$ cat config.mk
export PLATFORM = sky130hd
export DESIGN_NAME = dcpc_top
export DESIGN_NICKNAME = d
export VERILOG_FILES = /design/src/rtl/dcpc_pkg.sv /design/src/rtl/dcpc_fifo.sv /design/src/rtl/dcpc_top.sv
export SDC_FILE = /design/constraint.sdc
export NUM_CORES = 1
export LEC_CHECK = 0
export ABC_AREA = 1
export BUFFER_PORTS_ARGS = -buffer_cell sky130_fd_sc_hd__buf_2
export CORE_UTILIZATION = 55
export DETAILED_ROUTE_END_ITERATION = 7
export PLACE_DENSITY = 0.78
export SYNTH_ARGS = -nofsm -noshare
export SYNTH_HDL_FRONTEND = slang
export SYNTH_SLANG_ARGS = --single-unit
$ cat constraint.sdc
create_clock -name CLK_I -period 2.76 [get_ports CLK_I]
set_input_delay 0.138 -clock CLK_I [delete_from_list [all_inputs] [get_ports CLK_I]]
set_output_delay 0.138 -clock CLK_I [all_outputs]
set_load 0.02 [all_outputs]
$ cat src/rtl/dcpc_pkg.sv
`default_nettype none
package dcpc_pkg;

  // configuration word, same layout for straps and register
  typedef struct packed {
    logic [3:0] boost_sel;    // receiver boost select
    logic       data_edge;    // data_edge_rate_select
    logic       clock_edge;   // clock_edge_rate_select
    logic [3:0] spread_code;  // spread_code
    logic       low_freq;     // low_freq_range
    logic       idle_sel;     // idle_output_state_select
  } dcpc_cfg_t;

  // spread generator settings
  typedef struct packed {
    logic        en;          // modulation on
    logic [4:0]  dev_tenths;  // deviation in 0.1 percent
    logic [11:0] div;         // pixel clock divisor for rate
  } dcpc_spread_t;

  // one pixel word
  typedef struct packed {
    logic        de;          // data enable
    logic        hs;          // horizontal sync
    logic        vs;          // vertical sync
    logic [23:0] rgb;         // colour data
  } dcpc_pix_t;

  // link power and lock states
  typedef enum logic [3:0] {
    ST_OFF   = 4'h1,          // powered down
    ST_ACQ   = 4'h2,          // acquiring lock
    ST_LOCK  = 4'h4,          // locked, data valid
    ST_SLEEP = 4'h8           // stop-stream sleep
  } dcpc_state_t;

  localparam dcpc_cfg_t  CFG_RST_VALUE     = '0;      // boost off, slow edges
  localparam int         BOOST_EN_BIT      = 0;       // boost enable position
  localparam int         BOOST_STEP_LSB    = 1;       // boost step field low bit
  localparam logic [6:0] BOOST_BASE_TENTHS = 7'h0f;   // 1.5 dB at step zero
  localparam logic [6:0] BOOST_STEP_TENTHS = 7'h0f;   // 1.5 dB per step
  localparam logic [4:0] DEV_STEP_TENTHS   = 5'h05;   // 0.5 percent per step
  localparam logic [4:0] DEV_MAX_TENTHS    = 5'h14;   // 2.0 percent ceiling
  localparam int         FIFO_DEPTH        = 4;       // pixel buffer words
  localparam int         PIX_W             = $bits(dcpc_pix_t);

  // modulation divisors, normal range then low range
  localparam logic [11:0] DIV_NORM [4] = '{12'h878, 12'h514, 12'h364, 12'h28a};
  localparam logic [11:0] DIV_LOW  [4] = '{12'h26c, 12'h172, 12'h102, 12'h0c0};

  // boost gain in tenths of a dB for a select value
  function automatic logic [6:0] boost_tenths(input logic [3:0] sel);
    logic [6:0] step;
    step = {4'h0, sel[3:BOOST_STEP_LSB]};
    boost_tenths = sel[BOOST_EN_BIT] ? 7'(BOOST_BASE_TENTHS + step * BOOST_STEP_TENTHS)
                                     : 7'h00;
  endfunction

  // spread code and range to generator settings
  function automatic dcpc_spread_t spread_decode(input logic [3:0] code,
                                                 input logic       low);
    logic [3:0] idx;
    idx = code - 4'h1;
    spread_decode.en = (code != 4'h0);
    spread_decode.dev_tenths = (code == 4'h0) ? 5'h00
                             : 5'(({3'h0, idx[1:0]} + 5'h01) * DEV_STEP_TENTHS);
    if (code == 4'h0)
      spread_decode.div = 12'h000;
    else if (low)
      spread_decode.div = DIV_LOW[idx[3:2]];
    else
      spread_decode.div = DIV_NORM[idx[3:2]];
  endfunction

endpackage
`default_nettype wire

$ cat src/rtl/dcpc_fifo.sv
`timescale 1ns/1ps
`default_nettype none
module dcpc_fifo #(
  parameter int W = 27,                  // word width
  parameter int D = 4                    // depth in words
) (
  input  wire logic         clk_i,       // clock
  input  wire logic         rst_n_i,     // async reset, active low
  input  wire logic         clr_i,       // synchronous flush
  input  wire logic [W-1:0] in_data_i,   // fill side data
  input  wire logic         in_valid_i,  // fill side valid
  output logic              in_rdy_o,    // fill side ready, registered
  output logic [W-1:0]      out_data_o,  // drain side data
  output logic              out_valid_o, // drain side valid
  input  wire logic         out_rdy_i    // drain side ready
);
  localparam int AW = $clog2(D);

  logic [W-1:0] mem [D];                 // storage
  logic [AW-1:0] wr_ptr, next_wr_ptr;    // write index
  logic [AW-1:0] rd_ptr, next_rd_ptr;    // read index
  logic [AW:0]   count, next_count;      // words held
  logic          next_in_rdy;            // not full next cycle
  logic          push, pop;              // accepted transfers

  assign out_data_o  = mem[rd_ptr];
  assign out_valid_o = (count != '0);

  // pointer and level arithmetic
  always_comb
  begin
    push = in_valid_i && in_rdy_o;
    pop  = out_valid_o && out_rdy_i;
    next_wr_ptr = push ? AW'(wr_ptr + 1'b1) : wr_ptr;
    next_rd_ptr = pop ? AW'(rd_ptr + 1'b1) : rd_ptr;
    next_count  = count + (AW+1)'(push) - (AW+1)'(pop);
    if (clr_i)
    begin
      next_wr_ptr = '0;
      next_rd_ptr = '0;
      next_count  = '0;
    end
    next_in_rdy = (next_count < (AW+1)'(D));
  end

  // state registers
  always_ff @(posedge clk_i or negedge rst_n_i)
  begin
    if (!rst_n_i)
    begin
      wr_ptr   <= '0;
      rd_ptr   <= '0;
      count    <= '0;
      in_rdy_o <= 1'b0;
    end
    else
    begin
      wr_ptr   <= next_wr_ptr;
      rd_ptr   <= next_rd_ptr;
      count    <= next_count;
      in_rdy_o <= next_in_rdy;
    end
  end

  // storage write, no reset needed
  always_ff @(posedge clk_i)
  begin
    if (push)
      mem[wr_ptr] <= in_data_i;
  end
endmodule
`default_nettype wire

$ cat src/rtl/dcpc_top.sv
`timescale 1ns/1ps
`default_nettype none
module dcpc_top (
  input  wire logic                  CLK_I,             // 40 MHz clock
  input  wire logic                  RSTN_I,            // async reset, active low
  input  wire logic                  POWER_DOWN_N_I,    // low powers the device down
  input  wire logic                  AUTO_DETECT_I,     // auto-detect power-down mode
  input  wire logic                  STREAM_PRESENT_I,  // embedded clock bits seen
  input  wire logic                  CDR_LOCK_DONE_I,   // recovery loop has locked
  input  wire dcpc_pkg::dcpc_cfg_t   STRAP_CFG_I,       // strap pin levels
  input  wire logic                  REG_WR_I,          // register write strobe
  input  wire dcpc_pkg::dcpc_cfg_t   REG_CFG_I,         // register write value
  input  wire dcpc_pkg::dcpc_pix_t   PIX_I,             // recovered pixel
  input  wire logic                  PIX_VALID_I,       // recovered pixel valid
  output logic                       PIX_RDY_O,         // buffer can take a pixel
  input  wire logic                  SINK_RDY_I,        // display side ready
  output dcpc_pkg::dcpc_pix_t        PIX_O,             // parallel bus data
  output logic                       PIX_VALID_O,       // parallel bus data valid
  output logic                       BUS_OE_N_O,        // data and clock drive, low drives
  output logic                       LOCK_O,            // lock indicator
  output logic                       LOCK_OE_N_O,       // lock pin drive, low drives
  output logic                       BOOST_EN_O,        // receiver boost on
  output logic [2:0]                 BOOST_STEP_O,      // boost step
  output logic [6:0]                 BOOST_TENTHS_O,    // boost in 0.1 dB
  output logic                       DATA_FAST_EDGE_O,  // data outputs fast edges
  output logic                       CLOCK_FAST_EDGE_O, // clock output fast edges
  output dcpc_pkg::dcpc_spread_t     SPREAD_O,          // spread setting, clock and data
  output logic                       POWERED_DOWN_O,    // in power-down
  output logic                       SLEEP_O,           // in stop-stream sleep
  output logic                       CFG_FROM_REG_O,    // register is the source
  output dcpc_pkg::dcpc_cfg_t        CFG_O              // configuration in use
);
  import dcpc_pkg::*;

  dcpc_state_t state, next_state;     // power and lock state
  dcpc_cfg_t   strap_cfg;             // straps caught at power-up
  dcpc_cfg_t   next_strap_cfg;        // next strap copy
  dcpc_cfg_t   reg_cfg, next_reg_cfg; // register copy
  logic        from_reg, next_from_reg;       // register written since power-up
  logic        strap_pend, next_strap_pend;   // straps still to be caught
  dcpc_cfg_t   cfg;                   // configuration in use
  dcpc_spread_t spread;               // decoded spread setting
  logic [PIX_W-1:0] fifo_data;        // buffer head
  logic        fifo_valid;            // buffer not empty
  logic        fifo_pop_rdy;          // drain side ready
  logic        fifo_clr;              // flush on power-down

  // next outputs
  dcpc_pix_t   next_pix;
  logic        next_pix_valid, next_bus_oe_n, next_lock, next_lock_oe_n;

  // configuration source: strap until register written
  assign cfg    = from_reg ? reg_cfg : strap_cfg;
  assign spread = spread_decode(cfg.spread_code, cfg.low_freq);

  // pixel buffer between recovery and output bus
  assign fifo_pop_rdy = (state == ST_LOCK) && SINK_RDY_I;
  assign fifo_clr     = (state == ST_OFF);

  dcpc_fifo #(
    .W (PIX_W),
    .D (FIFO_DEPTH)
  ) u_fifo (
    .clk_i       (CLK_I),
    .rst_n_i     (RSTN_I),
    .clr_i       (fifo_clr),
    .in_data_i   (PIX_I),
    .in_valid_i  (PIX_VALID_I && (state == ST_LOCK)),
    .in_rdy_o    (PIX_RDY_O),
    .out_data_o  (fifo_data),
    .out_valid_o (fifo_valid),
    .out_rdy_i   (fifo_pop_rdy)
  );

  // power and lock sequencing
  always_comb
  begin
    next_state = state;
    unique case (state)
      ST_OFF:
        // enable, or in auto-detect wait for the stream
        if (POWER_DOWN_N_I && (!AUTO_DETECT_I || STREAM_PRESENT_I))
          next_state = ST_ACQ;
      ST_ACQ:
        if (!POWER_DOWN_N_I)
          next_state = ST_OFF;
        else if (!STREAM_PRESENT_I && AUTO_DETECT_I)
          next_state = ST_OFF;
        else if (STREAM_PRESENT_I && CDR_LOCK_DONE_I)
          next_state = ST_LOCK;
      ST_LOCK:
        if (!POWER_DOWN_N_I)
          next_state = ST_OFF;
        else if (!STREAM_PRESENT_I)
          next_state = AUTO_DETECT_I ? ST_OFF : ST_SLEEP;
      ST_SLEEP:
        if (!POWER_DOWN_N_I || AUTO_DETECT_I)
          next_state = ST_OFF;
        else if (STREAM_PRESENT_I)
          next_state = ST_ACQ;
    endcase
  end

  // state register
  always_ff @(posedge CLK_I or negedge RSTN_I)
  begin
    if (!RSTN_I)
      state <= ST_OFF;
    else
      state <= next_state;
  end

  // configuration capture and register retention
  always_comb
  begin
    next_strap_cfg  = strap_cfg;
    next_reg_cfg    = reg_cfg;
    next_from_reg   = from_reg;
    next_strap_pend = strap_pend;
    if (state == ST_OFF)
    begin
      // power-down resets the control registers
      next_reg_cfg    = CFG_RST_VALUE;
      next_from_reg   = 1'b0;
      next_strap_pend = 1'b1;
    end
    else if (REG_WR_I)
    begin
      // writes land in any powered state, sleep keeps them
      next_reg_cfg  = REG_CFG_I;
      next_from_reg = 1'b1;
    end
    if (strap_pend && POWER_DOWN_N_I)
    begin
      // straps are caught as the device powers up, and every other cycle while auto-detect waits for the stream
      next_strap_cfg  = STRAP_CFG_I;
      next_strap_pend = 1'b0;
    end
  end

  // configuration registers
  always_ff @(posedge CLK_I or negedge RSTN_I)
  begin
    if (!RSTN_I)
    begin
      strap_cfg  <= CFG_RST_VALUE;
      reg_cfg    <= CFG_RST_VALUE;
      from_reg   <= 1'b0;
      strap_pend <= 1'b1;
    end
    else
    begin
      strap_cfg  <= next_strap_cfg;
      reg_cfg    <= next_reg_cfg;
      from_reg   <= next_from_reg;
      strap_pend <= next_strap_pend;
    end
  end

  // parallel bus and lock pin behaviour
  always_comb
  begin
    next_pix       = '0;
    next_pix_valid = 1'b0;
    next_lock      = 1'b0;
    next_lock_oe_n = 1'b0;
    next_bus_oe_n  = 1'b0;
    unique case (next_state)
      ST_OFF:
      begin
        // nothing driven while powered down
        next_lock_oe_n = 1'b1;
        next_bus_oe_n  = 1'b1;
      end
      ST_LOCK:
      begin
        // valid data only once locked
        next_lock = 1'b1;
        if (fifo_valid && fifo_pop_rdy)
        begin
          next_pix       = fifo_data;
          next_pix_valid = 1'b1;
        end
      end
      default:
        // acquiring or asleep: low or released per idle select
        next_bus_oe_n = cfg.idle_sel;
    endcase
  end

  // output registers
  always_ff @(posedge CLK_I or negedge RSTN_I)
  begin
    if (!RSTN_I)
    begin
      PIX_O             <= '0;
      PIX_VALID_O       <= 1'b0;
      BUS_OE_N_O        <= 1'b1;
      LOCK_O            <= 1'b0;
      LOCK_OE_N_O       <= 1'b1;
      BOOST_EN_O        <= 1'b0;
      BOOST_STEP_O      <= 3'h0;
      BOOST_TENTHS_O    <= 7'h00;
      DATA_FAST_EDGE_O  <= 1'b0;
      CLOCK_FAST_EDGE_O <= 1'b0;
      SPREAD_O          <= '0;
      POWERED_DOWN_O    <= 1'b1;
      SLEEP_O           <= 1'b0;
      CFG_FROM_REG_O    <= 1'b0;
      CFG_O             <= CFG_RST_VALUE;
    end
    else
    begin
      PIX_O             <= next_pix;
      PIX_VALID_O       <= next_pix_valid;
      BUS_OE_N_O        <= next_bus_oe_n;
      LOCK_O            <= next_lock;
      LOCK_OE_N_O       <= next_lock_oe_n;
      BOOST_EN_O        <= cfg.boost_sel[BOOST_EN_BIT];
      BOOST_STEP_O      <= cfg.boost_sel[3:BOOST_STEP_LSB];
      BOOST_TENTHS_O    <= boost_tenths(cfg.boost_sel);
      DATA_FAST_EDGE_O  <= cfg.data_edge;
      CLOCK_FAST_EDGE_O <= cfg.clock_edge;
      SPREAD_O          <= spread;
      POWERED_DOWN_O    <= (next_state == ST_OFF);
      SLEEP_O           <= (next_state == ST_SLEEP);
      CFG_FROM_REG_O    <= from_reg;
      CFG_O             <= cfg;
    end
  end
endmodule
`default_nettype wire

After elaboration in Yosys (flattened, before gate mapping)
Memory sizes are Yosys's and may differ from the RTL's.
Index checks and enable logic that the tools add are counted.
Widths: inputs -> output; s select.
{ "totals": {"ramBits": 108, "out_inout_bits": 78, "reg_bits": 113, "n_memories": 1, "word_cells": 123} }
{ "classes": {"n_mux": 41, "eq_ne": 7, "n_mul": 2, "n_addsub": 7, "n_reduce_logical": 20, "magnitude_cmp": 2, "bitwise_logic": 1} }
{ "mem_list": {"columns": ["memory", "depth", "word_bits", "read_ports", "rd_clocked_by_memory_dff", "wr", "line", "rtl"], "rows": [
  ["u_fifo.mem", 4, 27, 1, 0, 1, "dcpc_fifo.sv:19", "logic [W-1:0] mem [D];"]
]} }
{ "ops": {"columns": ["op", "n"], "rows": [
  ["$mux 12", 9],
  ["$mux 27", 2],
  ["$bmux 12 s2", 2],
  ["$mux 4", 9],
  ["$pmux 4 s4", 1],
  ["$mux 1", 10],
  ["$eq 4x1->1 const B", 2],
  ["$eq 4x3->1 const B", 2],
  ["$eq 4x4->1 const B", 2],
  ["$logic_and 1x1->1", 8],
  ["$mux 2", 4],
  ["$reduce_bool 2->1", 4],
  ["$add 4x7->7 const A", 1],
  ["$mul 3x4->7 const B", 1],
  ["$mux 7", 1],
  ["$mul 3x3->5 const B", 1],
  ["$mux 5", 1],
  ["$add 2x1->2 const B", 2],
  ["$eq 4x2->1 const B", 1],
  ["$logic_not 4->1", 1],
  ["$reduce_bool 4->1", 1],
  ["$sub 4x1->4 const B", 1],
  ["$add 2x1->3 const B", 1],
  ["$add 3x1->3", 1],
  ["9 further kinds", 12]
]} }

Depth between registers and ports, before layout
Gate-level depths: netlist of the first run.
{ "depth": {"depth_word": 8, "ltp_mapped": 14, "mapped_depth_nobuf": 14} }

Hierarchy
Synthesis of the first run repeated with hierarchy kept, for this count alone.
{ "unflattened": {"cells_unflattened": 732, "hier_area_um2": 8416.8} }
{ "modules_own_cells": {"columns": ["module", "cells_per_inst", "n_inst", "seq_area_each_um2", "area_per_inst_um2"], "rows": [
  ["dcpc_fifo", 324, 1, 3443.3, 4525.6],
  ["dcpc_top", 408, 1, 2432.3, 3891.2]
]} }

Worst setup path before layout of the first run
Ideal clock, no wire load.
{ "synth_path": {"path_kind": "reg-to-reg", "from": "register state[3]", "to": "memory u_fifo.mem[0][0] (enable)", "t_required_ns": 2.349, "stages_incl_launch_ff": 6, "synth_period_minus_slack_ns": 2.451, "n_path_buf": 0, "setup_ns": 0.411, "arrival_ns": 2.040, "path_slack_ns": 0.309, "path_cell_list": "dfrtp_1 -> inv_2 -> nand2_1 -> nor2_4 -> nand3_1 -> nor2_1"} }
{ "synth_via": {"elab_chain_len": 5} }
{ "synth_lines": {"columns": ["item", "line", "rtl"], "rows": [
  ["start, declared", "dcpc_top.sv:35", "dcpc_state_t state, next_state;"],
  ["start signal, assigned", "dcpc_top.sv:110", "state <= next_state;"],
  ["$eq 4x3->1", "dcpc_top.sv:68", ".in_valid_i (PIX_VALID_I && (state == ST_LOCK)),"],
  ["$logic_and 1x1->1", "dcpc_top.sv:68", null],
  ["$logic_and 1x1->1", "dcpc_fifo.sv:32", "push = in_valid_i && in_rdy_o;"],
  ["$mux 1", "dcpc_fifo.sv:68", "if (push)"],
  ["$mux 1 (implied by the code)", "dcpc_fifo.sv:69", "mem[wr_ptr] <= in_data_i;"],
  ["end, declared", "dcpc_fifo.sv:19", null]
]} }
Every way passes these cells.

Worst setup path after layout of the first run
{ "layout_path": {"from": "register state[0]", "to": "register u_fifo.in_rdy_o"} }
{ "layout_via": {"elab_chain_len": 7, "elab_cells_between_ends": 10, "classes_between": "add/sub: 2; order compare: 1; eq/ne: 2; mux: 1; reduce/logical: 4"} }
{ "layout_lines": {"columns": ["item", "line", "rtl"], "rows": [
  ["$eq 4x3->1", "dcpc_top.sv:57, dcpc_top.sv:68", null],
  ["$logic_and 1x1->1", "dcpc_top.sv:68", null],
  ["$logic_and 1x1->1", "dcpc_fifo.sv:32", null],
  ["$add 3x1->3", "dcpc_fifo.sv:36", "next_count = count + (AW+1)'(push) - (AW+1)'(pop);"],
  ["$sub 3x1->3", "dcpc_fifo.sv:36", null],
  ["$mux 3 *", "dcpc_fifo.sv:37", "if (clr_i)"],
  ["via u_fifo.next_count[2]", "dcpc_fifo.sv:22", "logic [AW:0] count, next_count;"],
  ["$lt 3x3->1 *", "dcpc_fifo.sv:43", "next_in_rdy = (next_count < (AW+1)'(D));"],
  ["via u_fifo.next_in_rdy", "dcpc_fifo.sv:23", "logic next_in_rdy;"],
  ["end signal, assigned", "dcpc_fifo.sv:61", "in_rdy_o <= next_in_rdy;"],
  ["end, declared", "dcpc_fifo.sv:12", "output logic in_rdy_o,"]
]} }
The timed path passes the listed nets; every way through them passes the cells marked *.
A chain may end at the register's enable or synchronous reset.

==> flow_metrics.tcl, run 1 <==
set metrics [dict create \
    worstPathArrival_ps 2580 \
    floorplan.core_area_sq_um 14700 \
    timing.hold.worst_endpoint "reg_cfg[8]" \
    worst_hold_startpoint "REG_WR_I" \
    worstSetupStartpoint "state[0]" \
    tot_gr_track_use_pct 23.82 \
    worstSetupEndpointType "flop" \
    cellPowerDensity_nw_per_um2 905.0 \
    drt_pass1_iterations 8 \
    layout.nets 994 \
    cts_buffers 21 \
    worstRegToRegCells 13 \
    number_of_fillers_in_the_final_layout 1006 \
    required_ps 3140 \
    summed_area_of_non_filler_cells_in_the_final_layout_sq_um 10430 \
    flip_flop_count_of_the_largest_register_all_copies_and_words_added 108 \
    largest_net_degree_at_the_start_of_global_routing 58 \
    timing.rr.end "u_fifo.in_rdy_o" \
    initial_core_util_pct 57.12 \
    yosys_warnings 0 \
    detail_route.wirelength_um 18380 \
    setup_total_negative_slack_ps 0 \
    average_footprint_of_a_synthesized_cell_sq_um 11.42 \
    run_status "finished, violations left" \
    min_period_ps 2208 \
    report.final.slew_viol_count 0 \
    routed_wire_length_per_instance_um 16.39 \
    grt_first_pass_wirelength_um 29330 \
    largestRegisters "u_fifo.mem x108, PIX_O x27, SPREAD_O x16" \
    cts-resized-gates 0 \
    via_count 5895 \
    cts_hold_buffers 52 \
    number_of_buffers_inserted_to_repair_setup_after_cts 0 \
    dpl.hpwl_um 10170 \
    reg2reg_setup_slack_ps 550 \
    clock-skew-final_ps 29.00 \
    synth_edf_count 108 \
    die_w_um 125.6 \
    ys_ff_latch 213 \
    hold_path.class "in2reg" \
    maximum_net_fanout_on_the_critical_path 6 \
    syn_to_final_growth_pct 24.26 \
    antenna_cells_inserted 0 \
    antenna_violations_before_repair 0 \
    critPathKind "reg2reg" \
    syn-instance-count 735 \
    rsz_0062_raised_after_global_routing "no" \
    drt_drc_violations_left 21 \
    first_global_vias 5866 \
    finalWeightedCongestion 0.8536 \
    vertical_die_dimension_um 125.6 \
    min_delay_path_depth 3 \
    clk_path_buf_depth 3 \
    post_dp_cell_area_sq_um 9229 \
    vias_per_cell 5.259 \
    cts_tree "yes" \
    first_iter_violations 521 \
    fmax_mhz 452.9 \
    peakVddDrop_mv 0.5660 \
    design_power_total_mw 9.441 \
    total_congestion_overflow_after_global_routing 0 \
    fraction_of_final_layout_cells_sized_beyond_drive_strength_1_pct 25.51 \
    static-leakage-power_nw 4.706 \
    asyncSetResetFlopFracSynth_pct 49.30 \
    number_of_distinct_standard_cells_referenced_by_the_synthesized_netlist 37 \
    rows 44 \
    tightestPinTransition_ps 680.4 \
    path_clk_slew_ps 70 \
    synthFlopType "sky130_fd_sc_hd__edfxtp_1" \
    netlist_area_sq_um 8396 \
    timing.final.hold_violations 0 \
    detail-route-antenna-nets 0 \
    r2r-start "state[0]" \
    port_buffers 136 \
    worst_skew_pair.late_latency_ps 510 \
    synth.net_count 807 \
    period_share_pct 80.00 \
    sequential_cell_area_fraction_in_the_yosys_report_pct 69.99 \
    i_o_pin_total 138 \
    setup.worst_path.start_class "flop" \
    maxCapViolations 0 \
    violations "DRC" \
    die-area_sq_um 15760 \
    clock_tree.root_cell "sky130_fd_sc_hd__clkbuf_16" \
    htree_num_levels 1 \
    regMostFlops "u_fifo.mem" \
    clock_sinks 213 \
    setup-violations-final 0 \
    worst_slew_margin_rel_pct 54.64 \
]
==> metal layers <==
layer	wire length (um)	share of wire [%]	vias up	GRT usage, %
met5	0	0	-	0
met2	9304	51	275	42.03
met1	7351	40	2792	30.13
met4	374	2.0	0	6.815
met3	1348	7.3	37	4.322
li1	-	-	2791	-
==> Yosys cell counts, types with 2 or more instances <==
master	number	area (sq um)
sky130_fd_sc_hd__a21oi_1	12	60.06
sky130_fd_sc_hd__a21oi_2	19	166.4
sky130_fd_sc_hd__buf_1	3	11.26
sky130_fd_sc_hd__buf_2	6	30.03
sky130_fd_sc_hd__buf_4	10	75.07
sky130_fd_sc_hd__buf_6	4	45.04
sky130_fd_sc_hd__clkbuf_1	12	45.04
sky130_fd_sc_hd__dfrtp_1	101	2527
sky130_fd_sc_hd__dfstp_2	4	105.1
sky130_fd_sc_hd__edfxtp_1	108	3243
sky130_fd_sc_hd__ha_1	11	137.6
sky130_fd_sc_hd__inv_1	48	180.2
sky130_fd_sc_hd__inv_2	7	26.28
sky130_fd_sc_hd__nand2_1	100	375.4
sky130_fd_sc_hd__nand2_2	5	31.28
sky130_fd_sc_hd__nand2_4	2	22.52
sky130_fd_sc_hd__nand3_1	29	145.1
sky130_fd_sc_hd__nand3_2	2	20.02
sky130_fd_sc_hd__nor2_1	154	578.1
sky130_fd_sc_hd__nor2_2	4	25.02
sky130_fd_sc_hd__o21ai_0	70	350.3
sky130_fd_sc_hd__o21ai_1	7	35.03
sky130_fd_sc_hd__o21ai_2	3	26.28
==> final cells by class <==
cell class | count | area, sq um | area share (%)
tap | 184 | 230.2 | 2.207
clock inverter | 8 | 73.82 | 0.7076
multi-input combinational | 430 | 2122 | 20.34
inverter | 57 | 221.5 | 2.123
clock buffer | 30 | 609.3 | 5.841
sequential | 213 | 5877 | 56.33
timing repair buffer | 199 | 1299 | 12.45
==> cell usage in the layout (no fill, tap or decap), types with 2 or more instances in the layout <==
cell type and n:
sky130_fd_sc_hd__a21oi_1 12, sky130_fd_sc_hd__a21oi_2 19, sky130_fd_sc_hd__buf_2 135, sky130_fd_sc_hd__buf_4 11
sky130_fd_sc_hd__clkbuf_1 4, sky130_fd_sc_hd__clkbuf_16 21, sky130_fd_sc_hd__clkbuf_8 5, sky130_fd_sc_hd__clkinv_2 4
sky130_fd_sc_hd__dfrtp_1 100, sky130_fd_sc_hd__dfstp_2 4, sky130_fd_sc_hd__dlygate4sd3_1 52, sky130_fd_sc_hd__edfxtp_1 108
sky130_fd_sc_hd__ha_1 11, sky130_fd_sc_hd__inv_1 48, sky130_fd_sc_hd__inv_2 7, sky130_fd_sc_hd__inv_4 2
sky130_fd_sc_hd__inv_6 2, sky130_fd_sc_hd__nand2_1 100, sky130_fd_sc_hd__nand2_2 5, sky130_fd_sc_hd__nand2_4 2
sky130_fd_sc_hd__nand3_1 29, sky130_fd_sc_hd__nand3_2 2, sky130_fd_sc_hd__nor2_1 150, sky130_fd_sc_hd__nor2_2 4
sky130_fd_sc_hd__nor2_4 5, sky130_fd_sc_hd__o21ai_0 70, sky130_fd_sc_hd__o21ai_1 7, sky130_fd_sc_hd__o21ai_2 3
==> logic make-up (layout without fill, tap and decap cells) <==
group,Yosys count,after routing,share of synthesized area [%]
compound gates,116,116,8.257
xor+xnor,1,1,0.1043
fa+ha+maj,12,12,1.878
buf+inv,92,294,5.097
flops,213,213,69.99
other cells,1,1,0.04467
simple gates,300,300,14.63
==> through the flow <==
step | hold slack (ps) | setup slack, ps | cells | util [%]
global placement | 207.9 | 602.0 | 1031 | 62.79
finish | 53.71 | 551.9 | 1121 | 70.97
CTS | 36.24 | 554.9 | 1121 | 70.97
global route | 47.25 | 385.1 | 1121 | 70.97
detailed placement | 224.1 | 573.2 | 1031 | 62.79
floorplan | -157.6 | 309.5 | 735 | -
==> worst max-delay path, cell delays in order (launching register included) <==
cell	delay, ps
sky130_fd_sc_hd__dfstp_2	580
sky130_fd_sc_hd__inv_2	70
sky130_fd_sc_hd__nand2_2	90
sky130_fd_sc_hd__nor2_4	50
sky130_fd_sc_hd__o211a_4	160
sky130_fd_sc_hd__ha_1	270
sky130_fd_sc_hd__inv_1	60
sky130_fd_sc_hd__ha_1	130
sky130_fd_sc_hd__inv_1	40
sky130_fd_sc_hd__fa_1	340
sky130_fd_sc_hd__inv_1	70
sky130_fd_sc_hd__nor2_1	40
sky130_fd_sc_hd__nor2_1	130
sky130_fd_sc_hd__inv_1	50
==> worst max path at each step <==
| stage | slack, ps | endpoint | cells after the start |
|---|---|---|---|
| finish | 550 | u_fifo.in_rdy_o | 13 |
| detailed placement | 570 | u_fifo.in_rdy_o | 13 |
| floorplan | 310 | u_fifo.mem[0][0] | 5 |
| global placement | 600 | u_fifo.in_rdy_o | 13 |
| global route | 390 | u_fifo.in_rdy_o | 13 |
| CTS | 550 | u_fifo.in_rdy_o | 13 |
==> power breakdown <==
group	internal, mW	switching [mW]	total, mW
Clock	1.64	1.17	2.81
Combinational	0.831	1.75	2.58
Sequential	3.83	0.221	4.05
Power figures use the tool's default switching activity.
==> run 2, diff against run 1 <==
==> constraint.sdc (replaced) <==
create_clock -name CLK_I -period 2.32 [get_ports CLK_I]
set_input_delay 0.116 -clock CLK_I [delete_from_list [all_inputs] [get_ports CLK_I]]
set_output_delay 0.116 -clock CLK_I [all_outputs]
set_load 0.02 [all_outputs]
==> flow_metrics.tcl, run 2 (synthesized netlist as in run 1, its figures left out) <==
set metrics [dict create \
    maxCapViolations 0 \
    floorplan.core_area_sq_um 14700 \
    worstSetupEndpointType "flop" \
    worst_slew_margin_rel_pct 53.55 \
    htree_num_levels 1 \
    clk_path_buf_depth 3 \
    routed_wire_length_per_instance_um 16.00 \
    cts_buffers 22 \
    worstRegToRegCells 13 \
    regMostFlops "u_fifo.mem" \
    setup_total_negative_slack_ps 0 \
    min_period_ps 2186 \
    fmax_mhz 457.4 \
    layout.cells.most_common "sky130_fd_sc_hd__nor2_1" \
    required_ps 2700 \
    grt_first_pass_wirelength_um 28720 \
    final_cell_mix "sky130_fd_sc_hd__nor2_1 (150), sky130_fd_sc_hd__buf_2 (135), sky130_fd_sc_hd__edfxtp_1 (108)" \
    drt_drc_violations_left 19 \
    vias_per_cell 5.185 \
    port_buffers 136 \
    timing.final.hold_violations 0 \
    detail-route-antenna-nets 0 \
    die-area_sq_um 15760 \
    hold_path.class "in2reg" \
    worst_skew_pair.late_latency_ps 490 \
    detail_route.wirelength_um 18100 \
    largest_net_degree_at_the_start_of_global_routing 54 \
    fraction_of_final_layout_cells_sized_beyond_drive_strength_1_pct 25.45 \
    i_o_pin_total 138 \
    tightestPinTransition_ps 696.7 \
    die_w_um 125.6 \
    report.final.slew_viol_count 0 \
    summed_area_of_non_filler_cells_in_the_final_layout_sq_um 10580 \
    violations "DRC" \
    antenna_violations_before_repair 0 \
    layout.nets 1003 \
    peakVddDrop_mv 0.7167 \
    static-leakage-power_nw 4.765 \
    period_share_pct 94.24 \
    worstPathArrival_ps 2570 \
    total_congestion_overflow_after_global_routing 0 \
    flip_flop_count_of_the_largest_register_all_copies_and_words_added 108 \
    syn_to_final_growth_pct 26.02 \
    path_clk_slew_ps 60 \
    tot_gr_track_use_pct 23.34 \
    cellPowerDensity_nw_per_um2 1082 \
    maximum_net_fanout_on_the_critical_path 5 \
    rows 44 \
    first_global_vias 5813 \
    number_of_fillers_in_the_final_layout 984 \
    clock_tree.root_cell "sky130_fd_sc_hd__clkbuf_16" \
    finalWeightedCongestion 0.8990 \
    dpl.hpwl_um 10370 \
    critPathKind "reg2reg" \
    antenna_cells_inserted 0 \
    clock_sinks 213 \
    multi_input_area_sq_um 2122 \
    vertical_die_dimension_um 125.6 \
    via_count 5864 \
    setup-violations-final 0 \
    initial_core_util_pct 57.12 \
    area.sequential_sq_um 5878 \
    largestRegisters "u_fifo.mem x108, PIX_O x27, SPREAD_O x16" \
    first_iter_violations 399 \
    clock-skew-final_ps 7.576 \
    cts_tree "yes" \
    drt_pass1_iterations 8 \
    min_delay_path_depth 3 \
    post_dp_cell_area_sq_um 9296 \
    setup.worst_path.start_class "flop" \
    run_status "finished, violations left" \
]
==> run 2: final cells by class <==
type / count / share of cell area, %
tap: 184 / 2.176
clock buffer: 32 / 5.854
inverter: 57 / 2.093
timing repair buffer: 207 / 13.22
sequential: 213 / 55.56
clock inverter: 8 / 1.041
multi-input combinational: 430 / 20.06
==> run 2: final timing paths <==
path | from | endpoint | slack (ps)
worst max-delay path | state[0] | u_fifo.in_rdy_o | 130
worst min-delay path | REG_WR_I | reg_cfg[10] | 40
worst max register to register | state[0] | u_fifo.in_rdy_o | 130
worst min register to register | strap_cfg[3] | strap_cfg[3] | 480
max in group asynchronous | RSTN_I | strap_pend | 1380
min in group asynchronous | RSTN_I | SLEEP_O | 220
==> run 2: routing by layer <==
metal / track usage (%) / part of all wire (%)
met2: 41.47 / 51
met3: 4.493 / 7.3
met5: 0 / 0
met4: 6.671 / 1.5
met1: 29.09 / 40
==> run 2: repair_timing <==
| action | in CTS | in global routing |
|---|---|---|
| hold buffers | 53 | 0 |
| buffers inserted | 0 | 3 |
| endpoints found under the hold margin | 179 | 0 |
| setup endpoints to repair | 0 | 1 |
| resized for setup | 0 | 1 |
==> run 2: report_power, final <==
part	leakage (nW)	switching, mW	internal (mW)
Clock	0.353	1.35	2.18
Combinational	2.09	2.07	1.04
Sequential	2.32	0.255	4.56
Total	4.76	3.68	7.78
==> run 2: critical path: stages (launching register included) <==
cell and delay (ps):
sky130_fd_sc_hd__dfstp_2 570, sky130_fd_sc_hd__inv_2 70, sky130_fd_sc_hd__nand2_2 90, sky130_fd_sc_hd__nor2_4 60
sky130_fd_sc_hd__o211a_4 160, sky130_fd_sc_hd__ha_1 270, sky130_fd_sc_hd__inv_1 60, sky130_fd_sc_hd__ha_1 130
sky130_fd_sc_hd__inv_1 50, sky130_fd_sc_hd__fa_1 350, sky130_fd_sc_hd__inv_1 70, sky130_fd_sc_hd__nor2_1 40
sky130_fd_sc_hd__nor2_1 100, sky130_fd_sc_hd__inv_1 50
==> run 2: metrics by stage <==
| step | instances | total power [mW] | hold slack (ps) | setup WS [ps] | util, % |
|---|---|---|---|---|---|
| 2_1_floorplan | 735 | 7.029 | -179.6 | -130.5 | - |
| 3_3_place_gp | 1035 | 7.752 | 201.3 | 167.5 | 63.24 |
| 3_5_place_dp | 1035 | 7.837 | 210.6 | 110.0 | 63.24 |
| 4_1_cts | 1128 | 11.43 | 6.525 | 101.5 | 71.82 |
| 5_1_grt | 1131 | 12.05 | 38.38 | -5.212 | 71.98 |
| 6_report | 1131 | 11.45 | 35.39 | 133.7 | 71.98 |
==> run 3, diff against run 2 <==
--- a/config.mk
+++ b/config.mk
@@ -5,11 +5,11 @@
 export SDC_FILE = /design/constraint.sdc
 export NUM_CORES = 1
 export LEC_CHECK = 0
-export ABC_AREA = 1
 export BUFFER_PORTS_ARGS = -buffer_cell sky130_fd_sc_hd__buf_2
 export CORE_UTILIZATION = 55
 export DETAILED_ROUTE_END_ITERATION = 7
 export PLACE_DENSITY = 0.78
+export RECOVER_POWER = 50
 export SYNTH_ARGS = -nofsm -noshare
 export SYNTH_HDL_FRONTEND = slang
 export SYNTH_SLANG_ARGS = --single-unit
==> flow_metrics.tcl, run 3 <==
set metrics [dict create \
    worstPathArrival_ps 2610 \
    layout.cells.most_common "sky130_fd_sc_hd__edfxtp_1" \
    clk_path_buf_depth 3 \
    clock_sinks 213 \
    drt_pass1_iterations 6 \
    path_clk_slew_ps 60 \
    asyncSetResetFlopFracSynth_pct 49.30 \
    first_global_vias 5313 \
    peakVddDrop_mv 0.8679 \
    globalRouteMet2Util_pct 40.72 \
    crit_path_max_incr_delay_ps 370 \
    fmax_mhz 450.9 \
    cts_tree "yes" \
    period_share_pct 95.60 \
    crit_path_cell_trace "nor4b_2, o311a_1, ha_4, inv_2, ha_4, inv_2, fa_2, xnor2_2, xnor2_1, nand2b_1, inv_1" \
    run_status "finished, violations left" \
    netlist_area_sq_um 8344 \
    cts_buffers 22 \
    antenna_violations_before_repair 0 \
    number_of_fillers_in_the_final_layout 935 \
    synth.most_common_cell "sky130_fd_sc_hd__edfxtp_1" \
    via_count 4893 \
    yosys_warnings 0 \
    min_period_ps 2218 \
    finalWeightedCongestion 0.7964 \
    synth.net_count 567 \
    synthFlopType "sky130_fd_sc_hd__edfxtp_1" \
    first_iter_violations 312 \
    setup-violations-final 0 \
    area.sequential_sq_um 5877 \
    sequential_cell_area_fraction_in_the_yosys_report_pct 70.42 \
    final_setup_margin_ps 102.1 \
    syn_to_final_growth_pct 24.80 \
    largest_net_degree_at_the_start_of_global_routing 63 \
    vertical_die_dimension_um 125.2 \
    final_cell_mix "sky130_fd_sc_hd__edfxtp_1 (108), sky130_fd_sc_hd__dfrtp_1 (100), sky130_fd_sc_hd__clkbuf_1 (74)" \
    antenna_cells_inserted 0 \
    placed_cells 799 \
    cts-resized-gates 0 \
    worstSetupEndpointType "flop" \
    worst_skew_pair.late_latency_ps 500 \
    tightestPinTransition_ps 1040 \
    largestRegisters "u_fifo.mem x108, PIX_O x27, SPREAD_O x16" \
    regMostFlops "u_fifo.mem" \
    routed_wire_length_per_instance_um 18.94 \
    met3_usage_pct 4.022 \
    setup.worst_path.start_class "flop" \
    detail-route-antenna-nets 0 \
    average_footprint_of_a_synthesized_cell_sq_um 16.86 \
    report.final.slew_viol_count 0 \
    hold_path.class "in2reg" \
    setup_total_negative_slack_ps 0 \
    port_buffers 136 \
    cpMaxStageDelayCell "sky130_fd_sc_hd__dfstp_2" \
    synth_edf_count 108 \
    cellPowerDensity_nw_per_um2 1101 \
    timing.final.hold_violations 0 \
    clock_tree.root_cell "sky130_fd_sc_hd__clkbuf_16" \
    pre_cts_ws_ps 30.00 \
    die_w_um 125.2 \
    maximum_net_fanout_on_the_critical_path 2 \
    layout.nets 767 \
    yosys.area.top_type_share_pct 38.87 \
    tot_gr_track_use_pct 22.42 \
    i_o_pin_total 138 \
    rows 44 \
    vias_per_cell 5.473 \
    dpl.hpwl_um 9593 \
    htree_num_levels 1 \
    fraction_of_final_layout_cells_sized_beyond_drive_strength_1_pct 27.46 \
    worst_slew_margin_rel_pct 30.69 \
    syn-instance-count 495 \
    grt.busiest_layer "met2" \
    drt_drc_violations_left 38 \
    globalRouteMet1Util_pct 27.54 \
    violations "DRC" \
    synth_area_leader_cell "sky130_fd_sc_hd__edfxtp_1" \
    rsz_0062_raised_after_global_routing "no" \
    grt_first_pass_wirelength_um 27200 \
    clock-skew-final_ps 12.29 \
    stdcell_count 894 \
    post_synth_main_area_contributors "sky130_fd_sc_hd__edfxtp_1 (39%), sky130_fd_sc_hd__dfrtp_1 (30%), sky130_fd_sc_hd__mux4_2 (7.3%)" \
    maxCapViolations 0 \
    number_of_distinct_standard_cells_referenced_by_the_synthesized_netlist 65 \
    detail_route.wirelength_um 16930 \
    required_ps 2710 \
    die-area_sq_um 15670 \
    floorplan.core_area_sq_um 14640 \
    flip_flop_count_of_the_largest_register_all_copies_and_words_added 108 \
    post_synth_most_frequent_cells "sky130_fd_sc_hd__edfxtp_1 (108), sky130_fd_sc_hd__dfrtp_1 (101), sky130_fd_sc_hd__nor2_1 (36), sky130_fd_sc_hd__and3_1 (29), sky130_fd_sc_hd__mux4_2 (27)" \
    static-leakage-power_nw 4.365 \
    critPathKind "reg2reg" \
    multi_input_area_sq_um 2212 \
    ys_ff_latch 213 \
    initial_core_util_pct 56.98 \
    total_congestion_overflow_after_global_routing 0 \
]
==> run 3: cell type report <==
type / count / area share [%]
clock buffer: 35 / 6.044
clock inverter: 4 / 0.3364
inverter: 17 / 0.6128
multi-input combinational: 231 / 21.24
sequential: 213 / 56.43
tap: 184 / 2.211
timing repair buffer: 210 / 13.12
==> run 3: worst max-delay path: cells and delay by family (launching register included) <==
kind,cells,cell delay [ps]
AO/OA/AOI/OAI,1,260
adder cells (fa/ha/maj),3,700
buffers and inverters,3,150
AND/OR/NAND/NOR,2,350
flip-flops,1,370
XOR/XNOR,2,280
==> run 3: logic make-up after synthesis <==
group	synth area share [%]
flops	70.42
simple gates	8.052
mux	12.48
buf+inv	3.569
compound gates	2.609
fa+ha+maj	1.889
xor+xnor	0.9447
other cells	0.04494
==> run 3: what timing repair did <==
action / 4_1_cts / 5_1_grt
endpoints found under the hold margin: 169 / 0
buffers inserted: 0 / 1
hold buffers: 55 / 0
endpoints found under the setup margin: 0 / 2
==> run 3: metrics by stage <==
step	utilization, %	instance area (sq um)	power, mW	hold slack (ps)
after floorplan	-	8392	7.435	-179.6
after detailed placement	63.43	9289	8.268	144.0
after global placement	63.43	9289	8.099	123.9
final	71.11	10410	11.47	71.18
after global routing	71.11	10410	12.05	115.0
after CTS	71.73	10500	11.57	61.89
==> run 3: report_power, final <==
part           switching, mW  internal, mW  leakage (nW)  total (mW)
logic                   1.96          1.34          1.73        3.30
clock network           1.38          1.87         0.324        3.24
registers              0.315          4.61          2.31        4.92
total                   3.65          7.82          4.36        11.5
==> run 3: path summary, 6_finish.rpt <==
check                           slack (ps)  cells after the start     startpoint         endpoint
min in group asynchronous              340                      2         RSTN_I        PIX_O[21]
worst min-delay path                    70                      3       REG_WR_I         from_reg
worst max register to register         100                     11       state[0]  u_fifo.count[2]
max in group asynchronous              520                      3         RSTN_I         PIX_O[6]
worst max-delay path                   100                     11       state[0]  u_fifo.count[2]
worst min register to register         510                      1  strap_cfg[10]    strap_cfg[10]
==> run 3: per-layer routing <==
metal / vias up / part of all wire, %
met4: 0 / 2.1
met3: 29 / 5.4
met2: 180 / 52
met5: - / 0
li1: 2197 / -
met1: 2487 / 40
